===== src/abe_pkg.sv =====
package abe_pkg;

  // ==========================================================
  // Operation codes (fixed encoding shared by decode and execute)
  typedef enum logic [3:0] {
    ABE_OP_NOP = 4'h0,
    ABE_OP_WORD_ADD_IMMEDIATE = 4'h1,
    ABE_OP_WORD_SUBTRACT_IMMEDIATE = 4'h2,
    ABE_OP_SUBTRACT_IMMEDIATE_BORROW = 4'h3,
    ABE_OP_OR_WITH_CONSTANT = 4'h4,
    ABE_OP_POINTER_JUMP = 4'h5,
    ABE_OP_POINTER_CALL = 4'h6,
    ABE_OP_BRANCH_SIGNED_GE = 4'h7,
    ABE_OP_BRANCH_SIGNED_LT = 4'h8,
    ABE_OP_BRANCH_HALF_CARRY_SET = 4'h9,
    ABE_OP_SKIP_IO_BIT_CLEAR = 4'hA
  } abe_op_t;

  // ==========================================================
  // Widths and field positions
  localparam int ABE_PC_W = 22;
  localparam int ABE_PC_HI_W = 6;
  localparam int ABE_OFS_W = 12;
  localparam int ABE_WIMM_W = 6;
  localparam int ABE_MSB8 = 7;
  localparam int ABE_MSB16 = 15;
  localparam int ABE_NIB = 4;
  localparam int ABE_AW = 12;

  // Status flag bit positions
  localparam int ABE_F_C = 0;
  localparam int ABE_F_Z = 1;
  localparam int ABE_F_N = 2;
  localparam int ABE_F_V = 3;
  localparam int ABE_F_S = 4;
  localparam int ABE_F_H = 5;

  // Cycle counts
  localparam logic [1:0] ABE_CYC_1 = 2'h1;
  localparam logic [1:0] ABE_CYC_2 = 2'h2;
  localparam logic [1:0] ABE_CYC_3 = 2'h3;

  // ==========================================================
  // Register map (byte addresses) and layout
  localparam logic [ABE_AW-1:0] ABE_A_CTRL = 12'h000;
  localparam logic [ABE_AW-1:0] ABE_A_FLAGS = 12'h004;
  localparam logic [ABE_AW-1:0] ABE_A_PC = 12'h008;
  localparam logic [ABE_AW-1:0] ABE_A_STAT = 12'h00C;
  localparam int ABE_CTRL_EN = 0;
  localparam int ABE_CTRL_WIDE = 1;
  localparam logic [1:0] ABE_CTRL_RST = 2'h0;
  localparam logic [7:0] ABE_FLAGS_RST = 8'h00;
  localparam logic [ABE_PC_W-1:0] ABE_PC_RST = 22'h00_0000;

  // ==========================================================
  // Carriers
  typedef struct packed {
    abe_op_t op;
    logic [4:0] dst_idx;
    logic [15:0] src;
    logic [7:0] imm;
    logic [ABE_OFS_W-1:0] ofs;
    logic [15:0] zptr;
    logic io_bit;
    logic next_two_word;
  } abe_issue_t;

  typedef struct packed {
    logic we;
    logic wide;
    logic [4:0] idx;
    logic [15:0] data;
  } abe_wb_t;

  localparam abe_wb_t ABE_WB_RST = '0;

endpackage


===== src/abe_exec.sv =====
`timescale 1ns/1ps
// Operation
// - Word add-immediate: pair plus constant, flags Z C N V S, two cycles.
// - Word subtract-immediate: pair minus constant, flags Z C N V S, two cycles.
// - Subtract-immediate-borrow: d minus K minus C, six flags, one cycle.
// - OR-with-constant: one cycle, Z N V S updated, C and H kept.
// - Pointer jump: PC low from Z pointer, high bits cleared, two cycles.
// - Pointer call: same target, no flags, two or three cycles by PC width.
// - Signed ge branch: N xor V zero jumps to PC+k+1, one/two cycles.
// - Signed lt branch: N xor V one jumps to PC+k+1, flags untouched.
// - Half-carry-set branch: H one jumps to PC+k+1, one/two cycles.
// - Skip-if-I/O-bit-clear: clear bit skips by two or three, 1/2/3 cycles.
// - Signed ge condition is exactly the complement of signed lt condition.
module abe_exec
  import abe_pkg::*;
(
  input wire logic REF_CLK,
  input wire logic RST,
  input wire logic CE,
  input wire logic PSEL,
  input wire logic PENABLE,
  input wire logic PWRITE,
  input wire logic [ABE_AW-1:0] PADDR,
  input wire logic [31:0] PWDATA,
  output logic [31:0] PRDATA,
  output logic PREADY,
  output logic PSLVERR,
  input wire logic ISSUE_VALID,
  input wire abe_issue_t ISSUE,
  output logic ISSUE_READY,
  output abe_wb_t WB,
  output logic DONE,
  output logic [ABE_PC_W-1:0] PC_OUT,
  output logic [7:0] FLAGS_OUT
);

  // ==========================================================
  // State
  logic [1:0] ctrl_ff;
  logic [7:0] flags_ff;
  logic [ABE_PC_W-1:0] pc_ff;
  logic busy_ff;
  logic [1:0] wait_ff;
  logic [1:0] lastcyc_ff;
  logic done_ff;
  abe_wb_t wb_ff;
  abe_wb_t pend_ff;
  logic pready_ff;
  logic pslverr_ff;
  logic [31:0] prdata_ff;
  logic ready_ff;

  // ==========================================================
  // Operand arithmetic
  wire logic [7:0] d8 = ISSUE.src[7:0];
  wire logic [7:0] k8 = ISSUE.imm;
  wire logic cin = flags_ff[ABE_F_C];
  wire logic [16:0] kw = 17'(ISSUE.imm[ABE_WIMM_W-1:0]);
  wire logic [16:0] wadd = {1'b0, ISSUE.src} + kw;
  wire logic [16:0] wsub = {1'b0, ISSUE.src} - kw;
  wire logic [8:0] bsub = {1'b0, d8} - {1'b0, k8} - 9'(cin);
  wire logic [ABE_NIB:0] hsub = {1'b0, d8[ABE_NIB-1:0]}
                              - {1'b0, k8[ABE_NIB-1:0]} - 5'(cin);
  wire logic [7:0] orv = d8 | k8;
  wire logic s_hi = ISSUE.src[ABE_MSB16];
  wire logic d_hi = d8[ABE_MSB8];
  wire logic k_hi = k8[ABE_MSB8];

  // Word and byte overflow, sign and zero terms per operand sign and result
  wire logic wa_v = ~s_hi & wadd[ABE_MSB16];
  wire logic wa_n = wadd[ABE_MSB16];
  wire logic wa_z = (wadd[ABE_MSB16:0] == 16'h0000);
  wire logic ws_v = s_hi & ~wsub[ABE_MSB16];
  wire logic ws_n = wsub[ABE_MSB16];
  wire logic ws_z = (wsub[ABE_MSB16:0] == 16'h0000);
  wire logic bs_n = bsub[ABE_MSB8];
  wire logic bs_v = (d_hi ^ k_hi) & (d_hi ^ bs_n);
  wire logic bs_z = (bsub[ABE_MSB8:0] == 8'h00);
  wire logic or_n = orv[ABE_MSB8];
  wire logic or_z = (orv == 8'h00);

  // ==========================================================
  // Branch conditions and program counter targets
  wire logic sgn_lt = flags_ff[ABE_F_N] ^ flags_ff[ABE_F_V];
  wire logic sgn_ge = ~sgn_lt;
  wire logic [ABE_PC_W-1:0] ofs_ext =
    {{(ABE_PC_W-ABE_OFS_W){ISSUE.ofs[ABE_OFS_W-1]}}, ISSUE.ofs};
  wire logic [ABE_PC_W-1:0] pc_inc1 = pc_ff + 22'h00_0001;
  wire logic [ABE_PC_W-1:0] pc_inc2 = pc_ff + 22'h00_0002;
  wire logic [ABE_PC_W-1:0] pc_inc3 = pc_ff + 22'h00_0003;
  wire logic [ABE_PC_W-1:0] br_tgt = pc_ff + ofs_ext + 22'h00_0001;
  wire logic [ABE_PC_W-1:0] z_tgt = {{ABE_PC_HI_W{1'b0}}, ISSUE.zptr};

  // ==========================================================
  // Execute selection
  logic [7:0] nxt_flags;
  logic [ABE_PC_W-1:0] nxt_pc;
  logic [1:0] nxt_cyc;
  abe_wb_t nxt_wb;

  always_comb begin
    nxt_flags = flags_ff;
    nxt_pc = pc_inc1;
    nxt_cyc = ABE_CYC_1;
    nxt_wb = ABE_WB_RST;
    nxt_wb.idx = ISSUE.dst_idx;
    case (ISSUE.op)
      ABE_OP_WORD_ADD_IMMEDIATE: begin
        nxt_wb.we = 1'b1;
        nxt_wb.wide = 1'b1;
        nxt_wb.data = wadd[ABE_MSB16:0];
        nxt_flags[ABE_F_Z] = wa_z;
        nxt_flags[ABE_F_C] = ~wa_n & s_hi;
        nxt_flags[ABE_F_N] = wa_n;
        nxt_flags[ABE_F_V] = wa_v;
        nxt_flags[ABE_F_S] = wa_n ^ wa_v;
        nxt_cyc = ABE_CYC_2;
      end
      ABE_OP_WORD_SUBTRACT_IMMEDIATE: begin
        nxt_wb.we = 1'b1;
        nxt_wb.wide = 1'b1;
        nxt_wb.data = wsub[ABE_MSB16:0];
        nxt_flags[ABE_F_Z] = ws_z;
        nxt_flags[ABE_F_C] = ws_n & ~s_hi;
        nxt_flags[ABE_F_N] = ws_n;
        nxt_flags[ABE_F_V] = ws_v;
        nxt_flags[ABE_F_S] = ws_n ^ ws_v;
        nxt_cyc = ABE_CYC_2;
      end
      ABE_OP_SUBTRACT_IMMEDIATE_BORROW: begin
        nxt_wb.we = 1'b1;
        nxt_wb.data = {8'h00, bsub[ABE_MSB8:0]};
        nxt_flags[ABE_F_Z] = bs_z;
        nxt_flags[ABE_F_C] = bsub[ABE_MSB8+1];
        nxt_flags[ABE_F_N] = bs_n;
        nxt_flags[ABE_F_V] = bs_v;
        nxt_flags[ABE_F_S] = bs_n ^ bs_v;
        nxt_flags[ABE_F_H] = hsub[ABE_NIB];
      end
      ABE_OP_OR_WITH_CONSTANT: begin
        nxt_wb.we = 1'b1;
        nxt_wb.data = {8'h00, orv};
        nxt_flags[ABE_F_Z] = or_z;
        nxt_flags[ABE_F_N] = or_n;
        nxt_flags[ABE_F_V] = 1'b0;
        nxt_flags[ABE_F_S] = or_n;
      end
      ABE_OP_POINTER_JUMP: begin
        nxt_pc = z_tgt;
        nxt_cyc = ABE_CYC_2;
      end
      ABE_OP_POINTER_CALL: begin
        nxt_pc = z_tgt;
        // Extra cycle only for the wide program counter
        nxt_cyc = ctrl_ff[ABE_CTRL_WIDE] ? ABE_CYC_3 : ABE_CYC_2;
      end
      ABE_OP_BRANCH_SIGNED_GE: begin
        nxt_pc = sgn_ge ? br_tgt : pc_inc1;
        nxt_cyc = sgn_ge ? ABE_CYC_2 : ABE_CYC_1;
      end
      ABE_OP_BRANCH_SIGNED_LT: begin
        nxt_pc = sgn_lt ? br_tgt : pc_inc1;
        nxt_cyc = sgn_lt ? ABE_CYC_2 : ABE_CYC_1;
      end
      ABE_OP_BRANCH_HALF_CARRY_SET: begin
        nxt_pc = flags_ff[ABE_F_H] ? br_tgt : pc_inc1;
        nxt_cyc = flags_ff[ABE_F_H] ? ABE_CYC_2 : ABE_CYC_1;
      end
      ABE_OP_SKIP_IO_BIT_CLEAR: begin
        if (!ISSUE.io_bit) begin
          // Skip length follows the size of the skipped instruction
          nxt_pc = ISSUE.next_two_word ? pc_inc3 : pc_inc2;
          nxt_cyc = ISSUE.next_two_word ? ABE_CYC_3 : ABE_CYC_2;
        end
      end
      default: begin
        nxt_pc = pc_inc1;
      end
    endcase
  end

  // ==========================================================
  // Issue handshake and completion timing
  wire logic accept = ISSUE_VALID & ~busy_ff & ctrl_ff[ABE_CTRL_EN];
  wire logic single = (nxt_cyc == ABE_CYC_1);
  wire logic last = busy_ff & (wait_ff == ABE_CYC_1);

  always_ff @(posedge REF_CLK) begin
    if (RST) begin
      busy_ff <= 1'b0;
      wait_ff <= 2'h0;
      lastcyc_ff <= 2'h0;
      done_ff <= 1'b0;
      wb_ff <= ABE_WB_RST;
      pend_ff <= ABE_WB_RST;
    end else if (CE) begin
      if (accept) begin
        wait_ff <= nxt_cyc - ABE_CYC_1;
        lastcyc_ff <= nxt_cyc;
        busy_ff <= ~single;
        done_ff <= single;
        wb_ff <= single ? nxt_wb : ABE_WB_RST;
        pend_ff <= nxt_wb;
      end else if (busy_ff) begin
        wait_ff <= wait_ff - ABE_CYC_1;
        busy_ff <= ~last;
        done_ff <= last;
        wb_ff <= last ? pend_ff : ABE_WB_RST;
      end else begin
        done_ff <= 1'b0;
        wb_ff <= ABE_WB_RST;
      end
    end
  end

  // ==========================================================
  // APB slave: one wait state, registered answer
  wire logic apb_acc = PSEL & PENABLE;
  wire logic apb_fin = apb_acc & pready_ff;
  wire logic apb_wr = apb_fin & PWRITE;
  wire logic hit_ctrl = (PADDR == ABE_A_CTRL);
  wire logic hit_flags = (PADDR == ABE_A_FLAGS);
  wire logic hit_pc = (PADDR == ABE_A_PC);
  wire logic hit_stat = (PADDR == ABE_A_STAT);
  wire logic hit_any = hit_ctrl | hit_flags | hit_pc | hit_stat;
  // Write strobes fire only at the completing access edge
  wire logic wr_ctrl = apb_wr & hit_ctrl;
  wire logic wr_flags = apb_wr & hit_flags;
  wire logic wr_pc = apb_wr & hit_pc;
  wire logic [31:0] rd_mux =
    hit_ctrl ? {30'h0000_0000, ctrl_ff} :
    hit_flags ? {24'h00_0000, flags_ff} :
    hit_pc ? {10'h000, pc_ff} :
    hit_stat ? {28'h000_0000, lastcyc_ff, 1'b0, busy_ff} :
    32'h0000_0000;

  always_ff @(posedge REF_CLK) begin
    if (RST) begin
      pready_ff <= 1'b0;
      pslverr_ff <= 1'b0;
      prdata_ff <= 32'h0000_0000;
    end else if (CE) begin
      pready_ff <= apb_acc & ~pready_ff;
      pslverr_ff <= apb_acc & ~pready_ff & ~hit_any;
      prdata_ff <= (apb_acc & ~pready_ff & ~PWRITE) ? rd_mux : 32'h0000_0000;
    end
  end

  // ==========================================================
  // Architectural state: execution has priority over software writes
  always_ff @(posedge REF_CLK) begin
    if (RST) begin
      ctrl_ff <= ABE_CTRL_RST;
      flags_ff <= ABE_FLAGS_RST;
      pc_ff <= ABE_PC_RST;
    end else if (CE) begin
      if (wr_ctrl) begin
        ctrl_ff <= PWDATA[ABE_CTRL_WIDE:ABE_CTRL_EN];
      end
      // Hardware update wins; the software value is dropped
      if (accept) begin
        flags_ff <= nxt_flags;
        pc_ff <= nxt_pc;
      end else begin
        if (wr_flags) begin
          flags_ff <= PWDATA[ABE_MSB8:0];
        end
        if (wr_pc) begin
          pc_ff <= PWDATA[ABE_PC_W-1:0];
        end
      end
    end
  end

  // ==========================================================
  // Issue ready
  // Built from the next busy and enable values so the port comes from
  // a flop, yet it still drops in the cycle right after a multi-cycle
  // accept and rises as soon as software sets the enable bit.
  wire logic nxt_busy = accept ? ~single : (busy_ff & ~last);
  wire logic nxt_en = wr_ctrl ? PWDATA[ABE_CTRL_EN] : ctrl_ff[ABE_CTRL_EN];

  always_ff @(posedge REF_CLK) begin
    if (RST) begin
      ready_ff <= 1'b0;
    end else if (CE) begin
      ready_ff <= ~nxt_busy & nxt_en;
    end
  end

  // ==========================================================
  // Outputs straight from flip-flops
  assign PRDATA = prdata_ff;
  assign PREADY = pready_ff;
  assign PSLVERR = pslverr_ff;
  assign ISSUE_READY = ready_ff;
  assign WB = wb_ff;
  assign DONE = done_ff;
  assign PC_OUT = pc_ff;
  assign FLAGS_OUT = flags_ff;

endmodule


===== config.mk =====
export PLATFORM = sky130hd
export DESIGN_NAME = abe_exec
export DESIGN_NICKNAME = d
export VERILOG_FILES = /design/src/abe_pkg.sv /design/src/abe_exec.sv
export SDC_FILE = /design/constraint.sdc
export NUM_CORES = 1
export LEC_CHECK = 0
export BUFFER_PORTS_ARGS = -buffer_cell sky130_fd_sc_hd__clkbuf_2
export CAP_MARGIN = 10
export CORE_MARGIN = 1
export CORE_UTILIZATION = 45
export CTS_CLUSTER_SIZE = 28
export DETAILED_ROUTE_END_ITERATION = 10
export PLACE_DENSITY_LB_ADDON = 0.08
export SLEW_MARGIN = 25
export SYNTH_ARGS = -nofsm -noshare
export SYNTH_HDL_FRONTEND = slang
export SYNTH_SLANG_ARGS = --single-unit

===== constraint.sdc =====
create_clock -name REF_CLK -period 3.1 [get_ports REF_CLK]
set_input_delay 0.62 -clock REF_CLK [delete_from_list [all_inputs] [get_ports REF_CLK]]
set_output_delay 0.62 -clock REF_CLK [all_outputs]
set_load 0.02 [all_outputs]

==> flow_metrics.tcl, run 1 <==
set metrics [dict create \
    via_count 10430 \
    power.total_uw 3610 \
    synth_edf_count 0 \
    place_ws_ps -506.1 \
    rows 52 \
    p_comb_frac 0.270 \
    synth.top_cells.by_area "dfxtp_1 23%, ha_1 8.9%, nor2_1 6.9%" \
    synth_top_area_cell "dfxtp_1" \
    finalCriticalPeriod_ps 3098 \
    worst_pin_slew_ps 874.9 \
    synth_top_area_frac 0.2325 \
    ys_ff_latch 109 \
    syn_to_final_growth_pct 26.35 \
    swShare 0.3283 \
    avgSynthCellArea_um2 7.408 \
    cap_viol_max_count 0 \
    mostFrequentLayoutCell "clkbuf_2" \
    cts_tree "done" \
    start_util 0.4609 \
    hold_viol_final 0 \
    first_pass_iters 5 \
    final_cell_mix "181 x clkbuf_2, 168 x nor2_1, 146 x buf_4, 112 x nand2_1, 109 x dfxtp_1" \
    final_nets 1710 \
    hold_slack_ps 461.5 \
    pwr-share-seq 0.394 \
    cts_buffer_depth 2 \
    min_period_over_period 0.9992 \
    core_area_um2 20360 \
    multi_input_area_um2 6832 \
    min_path_type "reg2reg" \
    post-route-util 0.5824 \
    worstPathRequired_ps 3370 \
    arrival_ps 3370 \
    antenna_found_initial 2 \
    syn_area_um2 9387 \
    cts_sinks 109 \
    fin_skew_ps 8.780 \
    cts_buffers 9 \
    cp_max_fo 2 \
    root_buffer "clkbuf_16" \
    yosysSeqAreaShare 0.2325 \
    dieWidth_um 146.4 \
    start_kind "primary input" \
    pwr-share-clk 0.336 \
    p_int_uw 2424 \
    endpoint_kind "flip-flop" \
    wl_um 31980 \
    setup_ws_ps 2.330 \
    drc_errors 0 \
    io_pins 203 \
    ir_drop_uv 318.0 \
    post-dp-hpwl_um 24810 \
    fill_cells 1960 \
    grt_pass1_wl_um 50510 \
    cts.htree.levels 3 \
    grt_max_degree 50 \
    ys_warn_count 0 \
    clk_pin_slew_ps 80 \
    grt_pass1_vias 9596 \
    grtUsageTotal 0.2952 \
    viasPerCell 5.790 \
    port_buffers 182 \
    path_class "in2reg" \
    drt_iter0_markers 695 \
    synth_top_flop_cell "dfxtp_1" \
    setup_viol 0 \
    gp_congestion 0.9681 \
    slew_viol_final 0 \
    slew_headroom 0.4168 \
    p_leak_uw 0.004916 \
    fmax_mhz 322.8 \
    powerDensity_nw_per_um2 304.3 \
    synthDistinctLibCells 88 \
    wl_per_cell_um 17.76 \
    globalRoute.totalOverflow 0 \
    ant_nets 0 \
    die_y_um 146.4 \
    die-area_um2 21440 \
    rsz0062_at_grt "true" \
    drive_above_1_share 0.2668 \
    power.switching_uw 1185 \
    synthArstFlopShare 0 \
    register_area_um2 2182 \
    clk_latency_ps 380 \
    synth_cells 1267 \
    status "completed" \
]
## metrics by stage
step           cells  instance area, um^2  TNS, ps
3_3_place_gp    1782                11370    -2864
6_report        1801                11860        0
5_1_grt         1799                11860   -132.3
4_1_cts         1799                11740        0
3_5_place_dp    1782                11370    -3460
2_1_floorplan   1276                 9425   -184.4
## worst paths after layout
path,from,endpoint,slack [ps],cells after the start
min reg2reg,pend_ff[17],pend_ff[17],460,2
min,pend_ff[17],pend_ff[17],460,2
max reg2reg,FLAGS_OUT[0],FLAGS_OUT[1],170,11
max,ISSUE[35],FLAGS_OUT[1],2,15
## critical path: stages
cell	delay [ps]
clkbuf_2	90
inv_2	40
ha_2	200
or3_4	350
nor4_4	190
and3_4	250
nand3_4	80
ha_4	230
nor4bb_1	240
and3_1	180
nand4_1	90
and4b_1	260
a31oi_1	80
o21a_1	150
o41ai_2	300
## flip-flops by register name, summed over array words and instances (netlist names), 2 cells and up
signal      cells
FLAGS_OUT       8
PC_OUT         22
PRDATA         22
WB             23
ctrl_ff         2
lastcyc_ff      2
pend_ff        23
wait_ff         2
## metal layers
| metal | part of all wire | routed length (um) | global-route usage |
|---|---|---|---|
| met1 | 0.45 | 14370 | 0.4021 |
| met2 | 0.45 | 14510 | 0.4736 |
| met3 | 0.072 | 2300 | 0.04625 |
| met4 | 0.025 | 798 | 0.09844 |
| met5 | 0.00034 | 11 | 0 |
## cells in the mapped netlist (19+ instances only)
cell	n
nor3_1	56
nor2_1	172
a21oi_1	90
ha_1	67
dfxtp_1	109
clkbuf_1	55
o21ai_0	54
nand3_1	25
a211oi_1	35
nand2_1	112
nand4_1	20
inv_1	41
xnor2_1	37
a22oi_1	37
a221oi_1	19
## power groups by stage
stage                     Clock, uW  Combinational (uW)  Sequential, uW
final                          1210                 975            1420
after global routing           1290                1060            1430
after CTS                      1240                 942            1420
after detailed placement          0                 928            1460
after global placement            0                 923            1460
after floorplan                   0                 513            1480
## kinds of logic after synthesis
kind of cell / Yosys count / synth area share
other cells: 1 / 0.0003995
flops: 109 / 0.2325
simple gates: 497 / 0.2554
mux: 16 / 0.01746
xor+xnor: 55 / 0.05212
compound gates: 382 / 0.2802
buf+inv: 135 / 0.06198
fa+ha+maj: 72 / 0.09997
## layout make-up
cell class / instances / area share
clock inverter: 7 / 0.007068
sequential: 109 / 0.1840
tap: 270 / 0.02848
inverter: 43 / 0.01361
timing repair buffer: 329 / 0.1714
multi-input combinational: 1032 / 0.5760
antenna: 2 / 0.0004220
clock buffer: 9 / 0.01899
## what timing repair did
item	4_1_cts	5_1_grt
buffers inserted	1	0
hold buffers	0	0
endpoints found under the setup margin	1	9
pin swaps	2	10
gates resized for setup	12	28
No activity file was read; power rests on OpenSTA's default activity.
==> inputs of run 2 (changes only) <==
CELL_PAD_IN_SITES_DETAIL_PLACEMENT = 0   (was default)
CELL_PAD_IN_SITES_GLOBAL_PLACEMENT = 1   (was default)
CORE_UTILIZATION = 36   (was 45)
MAX_ROUTING_LAYER = met4   (was default)
==> flow_metrics.tcl, run 2 (synthesis gave the netlist of run 1 again) <==
set metrics [dict create \
    wl_per_cell_um 18.96 \
    post-route-util 0.4773 \
    dieWidth_um 163.5 \
    worstPathCellList "clkbuf_2 > inv_2 > ha_4 > nor2_1 > o311ai_1 > buf_4 > and3_4 > nand3_4 > ha_4 > nor4bb_2 > and3_1 > nand4_1 > and4b_1 > a31oi_1 > o21a_1 > o41ai_2" \
    viasPerCell 5.604 \
    fill_cells 2672 \
    core_area_um2 25400 \
    globalRoute.totalOverflow 0 \
    cts_tree "done" \
    min_path_type "reg2reg" \
    crit_buf_inv 3 \
    finalCriticalPeriod_ps 3079 \
    setup_viol 0 \
    grtUsageTotal 0.2752 \
    via_count 10600 \
    globalRouteMet2Util 0.4066 \
    clk_latency_ps 370 \
    mostFrequentLayoutCell "clkbuf_2" \
    final_nets 1738 \
    slew_viol_final 0 \
    status "completed" \
    crit_path_start "ISSUE[31]" \
    cts.htree.levels 3 \
    rows 58 \
    crit_path_top_delay_cell "o311ai_1" \
    grt_pass1_wl_um 55430 \
    cp_max_fo 3 \
    r2r-start "PC_OUT[0]" \
    postCtsSetupRepairBufs 0 \
    rsz0062_at_grt "true" \
    arrival_ps 3340 \
    wl_um 35850 \
    final_cell_mix "180 x clkbuf_2, 175 x buf_4, 169 x nor2_1, 112 x nand2_1, 109 x dfxtp_1" \
    die-area_um2 26720 \
    io_pins 203 \
    min_period_over_period 0.9932 \
    drt_iter0_markers 779 \
    cts_buffer_depth 2 \
    grt_pass1_vias 9795 \
    ir_drop_uv 236.9 \
    gp_congestion 0.9145 \
    p_int_uw 2434 \
    stdcell_area_um2 12120 \
    hold_start "pend_ff[18]" \
    root_buffer "clkbuf_16" \
    p_leak_uw 0.005071 \
    grt_util_met3 0.04292 \
    port_buffers 182 \
    drc_errors 0 \
    grt-busiest-layer "met2" \
    powerDensity_nw_per_um2 302.7 \
    cp.depth 16 \
    cts_buffers 9 \
    dpl_cell_area_um2 11680 \
    worst_pin_slew_ps 868.1 \
    reg2reg_depth 13 \
    die_y_um 163.5 \
    critPathMaxStageDelay_ps 280 \
    pwr-share-seq 0.388 \
    worstPathRequired_ps 3360 \
    ant_nets 0 \
    use_met1 0.3868 \
    clk_pin_slew_ps 90 \
    antenna_found_initial 4 \
    cts_sinks 109 \
    grt_max_degree 72 \
    post-dp-hpwl_um 28280 \
    swShare 0.3369 \
    slew_headroom 0.4213 \
    power.switching_uw 1236 \
    start_util 0.3696 \
    syn_to_final_growth_pct 29.17 \
    start_kind "primary input" \
    pwr-share-clk 0.345 \
    critical_path.top_delay_family "simple AND/OR/NAND/NOR gates" \
    hold_viol_final 0 \
    fmax_mhz 324.8 \
    first_pass_iters 5 \
    hold_depth 2 \
    fin_skew_ps 21.72 \
    cap_viol_max_count 0 \
    crit_top_cell "ha_4" \
    path_class "in2reg" \
    p_comb_frac 0.268 \
    endpoint_kind "flip-flop" \
    drive_above_1_share 0.2742 \
]
run 2: cell count changes in the layout (fill, tap and decap cells not counted), sizes merged:
cell    before  now
diode        2    4
inv         45   46
clkinv       5    4
buf        148  177
clkbuf     190  189
run 2: final cells by class:
| type | count | area [um^2] | share of cell area |
|---|---|---|---|
| Multi-Input combinational cell | 1032 | 6789 | 0.5600 |
| Timing Repair Buffer | 357 | 2255 | 0.1860 |
| Sequential cell | 109 | 2182 | 0.1800 |
| Tap cell | 330 | 412.9 | 0.03406 |
| Clock buffer | 9 | 225.2 | 0.01858 |
| Inverter | 43 | 161.4 | 0.01331 |
| Clock inverter | 7 | 88.84 | 0.007327 |
| Antenna cell | 4 | 10.01 | 0.0008256 |
run 2: path summary, 6_finish.rpt:
path	endpoint	slack, ps
worst max-delay path	FLAGS_OUT[1]	20
worst min-delay path	pend_ff[18]	460
worst max register to register	PC_OUT[12]	200
worst min register to register	pend_ff[18]	460
run 2: through the flow:
| step | worst slack, ps | hold slack [ps] | total power (uW) | std cells | TNS, ps |
|---|---|---|---|---|---|
| floorplan | -184.4 | 436.0 | 1989 | 1276 | -184.4 |
| global placement | -479.2 | 440.7 | 2403 | 1871 | -4939 |
| detailed placement | -519.7 | 446.1 | 2407 | 1871 | -5693 |
| CTS | -17.20 | 459.6 | 3673 | 1887 | -17.20 |
| global route | -105.3 | 480.8 | 3844 | 1891 | -263.2 |
| finish | 21.21 | 459.8 | 3670 | 1891 | 0 |
run 2: power groups by stage:
stage                     clock network, uW  registers (uW)  logic (uW)
after global placement                    0            1460         945
after detailed placement                  0            1460         950
after CTS                              1290            1420         957
after floorplan                           0            1480         513
final                                  1260            1420         982
after global routing                   1340            1430        1070
run 2: worst reg2reg max path, cell delays in order, from the launching register on:
cell and delay (ps):
dfxtp_1 320, inv_1 70, ha_1 170, inv_1 60, fa_1 380, a21o_1 230, a21oi_2 220, a2bb2oi_4 240
buf_4 200, a21boi_0 110, xnor2_1 220, nor2_1 80, a2111oi_1 360, nor4_1 100
run 2: layer usage:
layer	share of wire	routed length, um
met1	0.49	17400
met2	0.43	15580
met3	0.063	2251
met4	0.017	622
met5	0	0
run 2: what timing repair did:
action                     4_1_cts  5_1_grt
setup endpoints to repair        2       15
cloned                           0        0
hold buffers                     0        0
gates resized for setup          7       26
pin swaps                        0       12
==> inputs of run 3 (changes only) <==
GPL_TIMING_DRIVEN = 0   (was default)
==> flow_metrics.tcl, run 3 (synthesis gave the netlist of run 1 again) <==
set metrics [dict create \
    crit_path_top_delay_cell "o311ai_4" \
    crit_buf_inv 2 \
    grtUsageTotal 0.2924 \
    dieWidth_um 163.5 \
    min_period_over_period 1.019 \
    hold_viol_final 0 \
    grt-busiest-layer "met2" \
    io_pins 203 \
    hold_slack_ps 459.8 \
    clk_latency_ps 370 \
    final_cell_mix "177 x clkbuf_2, 169 x nor2_1, 111 x nand2_1, 104 x dfxtp_1, 84 x a21oi_1" \
    arrival_ps 3420 \
    grt_pass1_wl_um 57470 \
    powerDensity_nw_per_um2 312.0 \
    ir_drop_uv 252.8 \
    finalCriticalPeriod_ps 3158 \
    start_util 0.3696 \
    violations "negative setup slack" \
    mostFrequentLayoutCell "clkbuf_2" \
    reg2reg_depth 11 \
    antenna_found_initial 1 \
    cp_max_fo 4 \
    cts_buffers 9 \
    critical_path.top_delay_family "simple AND/OR/NAND/NOR gates" \
    crit_path_end "FLAGS_OUT[1]" \
    cap_viol_max_count 0 \
    viasPerCell 5.812 \
    worst_pin_slew_ps 1029 \
    final_nets 1660 \
    cts_buffer_depth 2 \
    rows 58 \
    r2r-start "FLAGS_OUT[0]" \
    slew_viol_final 0 \
    wl_um 38000 \
    cts_tree "done" \
    cts_sinks 109 \
    cts.htree.levels 3 \
    die-area_um2 26720 \
    endpoint_kind "flip-flop" \
    grt_max_degree 23 \
    drc_errors 0 \
    r2r_setup_slack_ps 70 \
    grt_util_met3 0.03377 \
    fin_skew_ps 14.47 \
    use_met1 0.4170 \
    setup_ws_ps -58.38 \
    post-dp-hpwl_um 29770 \
    drt_iter0_markers 889 \
    min_path_type "reg2reg" \
    reg2reg_to "WB[5]" \
    hold_buffers 0 \
    fmax_mhz 316.6 \
    drive_above_1_share 0.2157 \
    root_buffer "clkbuf_16" \
    syn_to_final_growth_pct 22.10 \
    globalRouteMet2Util 0.4301 \
    first_pass_iters 6 \
    wl_per_cell_um 21.00 \
    setup_viol 1 \
    clk_pin_slew_ps 80 \
    grt_pass1_vias 9761 \
    ant_nets 0 \
    p_leak_uw 0.004485 \
    rsz0062_at_grt "true" \
    start_kind "primary input" \
    cp.depth 15 \
    crit_path_start "ISSUE[31]" \
    gp_congestion 0.9388 \
    globalRoute.totalOverflow 0 \
    path_class "in2reg" \
    tns_ps -58.38 \
    slew_headroom 0.3113 \
    worstPathCellList "clkbuf_4 > inv_2 > ha_4 > nor2_1 > o311ai_4 > and3_4 > nand3_4 > ha_4 > nor4bb_1 > and3_1 > nand4_1 > and4b_1 > a31oi_1 > o21a_1 > o41ai_2" \
    die_y_um 163.5 \
    core_area_um2 25400 \
    place_ws_ps -1008 \
    post-route-util 0.4512 \
    worstPathRequired_ps 3360 \
    status "finished with violations" \
    via_count 10520 \
    crit_top_cell "ha_4" \
    port_buffers 177 \
    critPathMaxStageDelay_ps 380 \
]
==> run 3: cell count changes in the layout (fill, tap and decap cells not counted), sizes merged <==
cell,before,now
diode,4,1
buf,177,53
clkbuf,189,235
==> run 3: worst min path at each step <==
| stage | to | depth (start not counted) | from | slack, ps |
|---|---|---|---|---|
| floorplan | pend_ff[11] | 2 | pend_ff[11] | 440 |
| global placement | pend_ff[18] | 2 | pend_ff[18] | 440 |
| detailed placement | pend_ff[18] | 2 | pend_ff[18] | 450 |
| CTS | pend_ff[18] | 2 | pend_ff[18] | 460 |
| global route | pend_ff[14] | 2 | pend_ff[14] | 480 |
| finish | pend_ff[13] | 2 | pend_ff[13] | 460 |
==> run 3: layout make-up <==
type / count / area (um^2)
buffer: 89 / 434.2
multi-input combinational: 1032 / 6947
tap: 330 / 412.9
sequential: 109 / 2188
fill: 2707 / 13940
clock inverter: 7 / 86.33
clock buffer: 9 / 225.2
antenna: 1 / 2.502
timing repair buffer: 190 / 1001
inverter: 43 / 163.9
==> run 3: tightest hold or removal path, cell delays in order, from the launching register on <==
cell and delay, ps:
dfxtp_1 320, nand2_1 50, a21oi_1 50
==> run 3: where the power goes <==
group	switching (uW)	total (uW)	leakage, uW	internal, uW
logic	566	919	0.00345	352
clock network	648	1230	0.000151	585
registers	8.80	1420	0.000885	1410
==> run 3: timing repair <==
action,CTS,global route
setup buffers,5,8
gates resized for setup,42,48
pin swaps,9,16
setup endpoints to repair,40,40
==> run 3: per-layer routing <==
| metal | vias to the layer above | wire [um] | share of wire |
|---|---|---|---|
| met4 | 0 | 816 | 0.021 |
| met1 | 5005 | 18200 | 0.48 |
| li1 | 5098 | - | - |
| met2 | 371 | 16470 | 0.43 |
| met5 | - | 0 | 0 |
| met3 | 45 | 2511 | 0.066 |
==> run 3: metrics by stage <==
step | power (uW) | instance area (um^2) | instances
2_1_floorplan | 1989 | 9425 | 1276
3_3_place_gp | 2287 | 10720 | 1783
3_5_place_dp | 2286 | 10720 | 1783
4_1_cts | 3535 | 11240 | 1802
5_1_grt | 3739 | 11460 | 1810
6_report | 3575 | 11460 | 1810
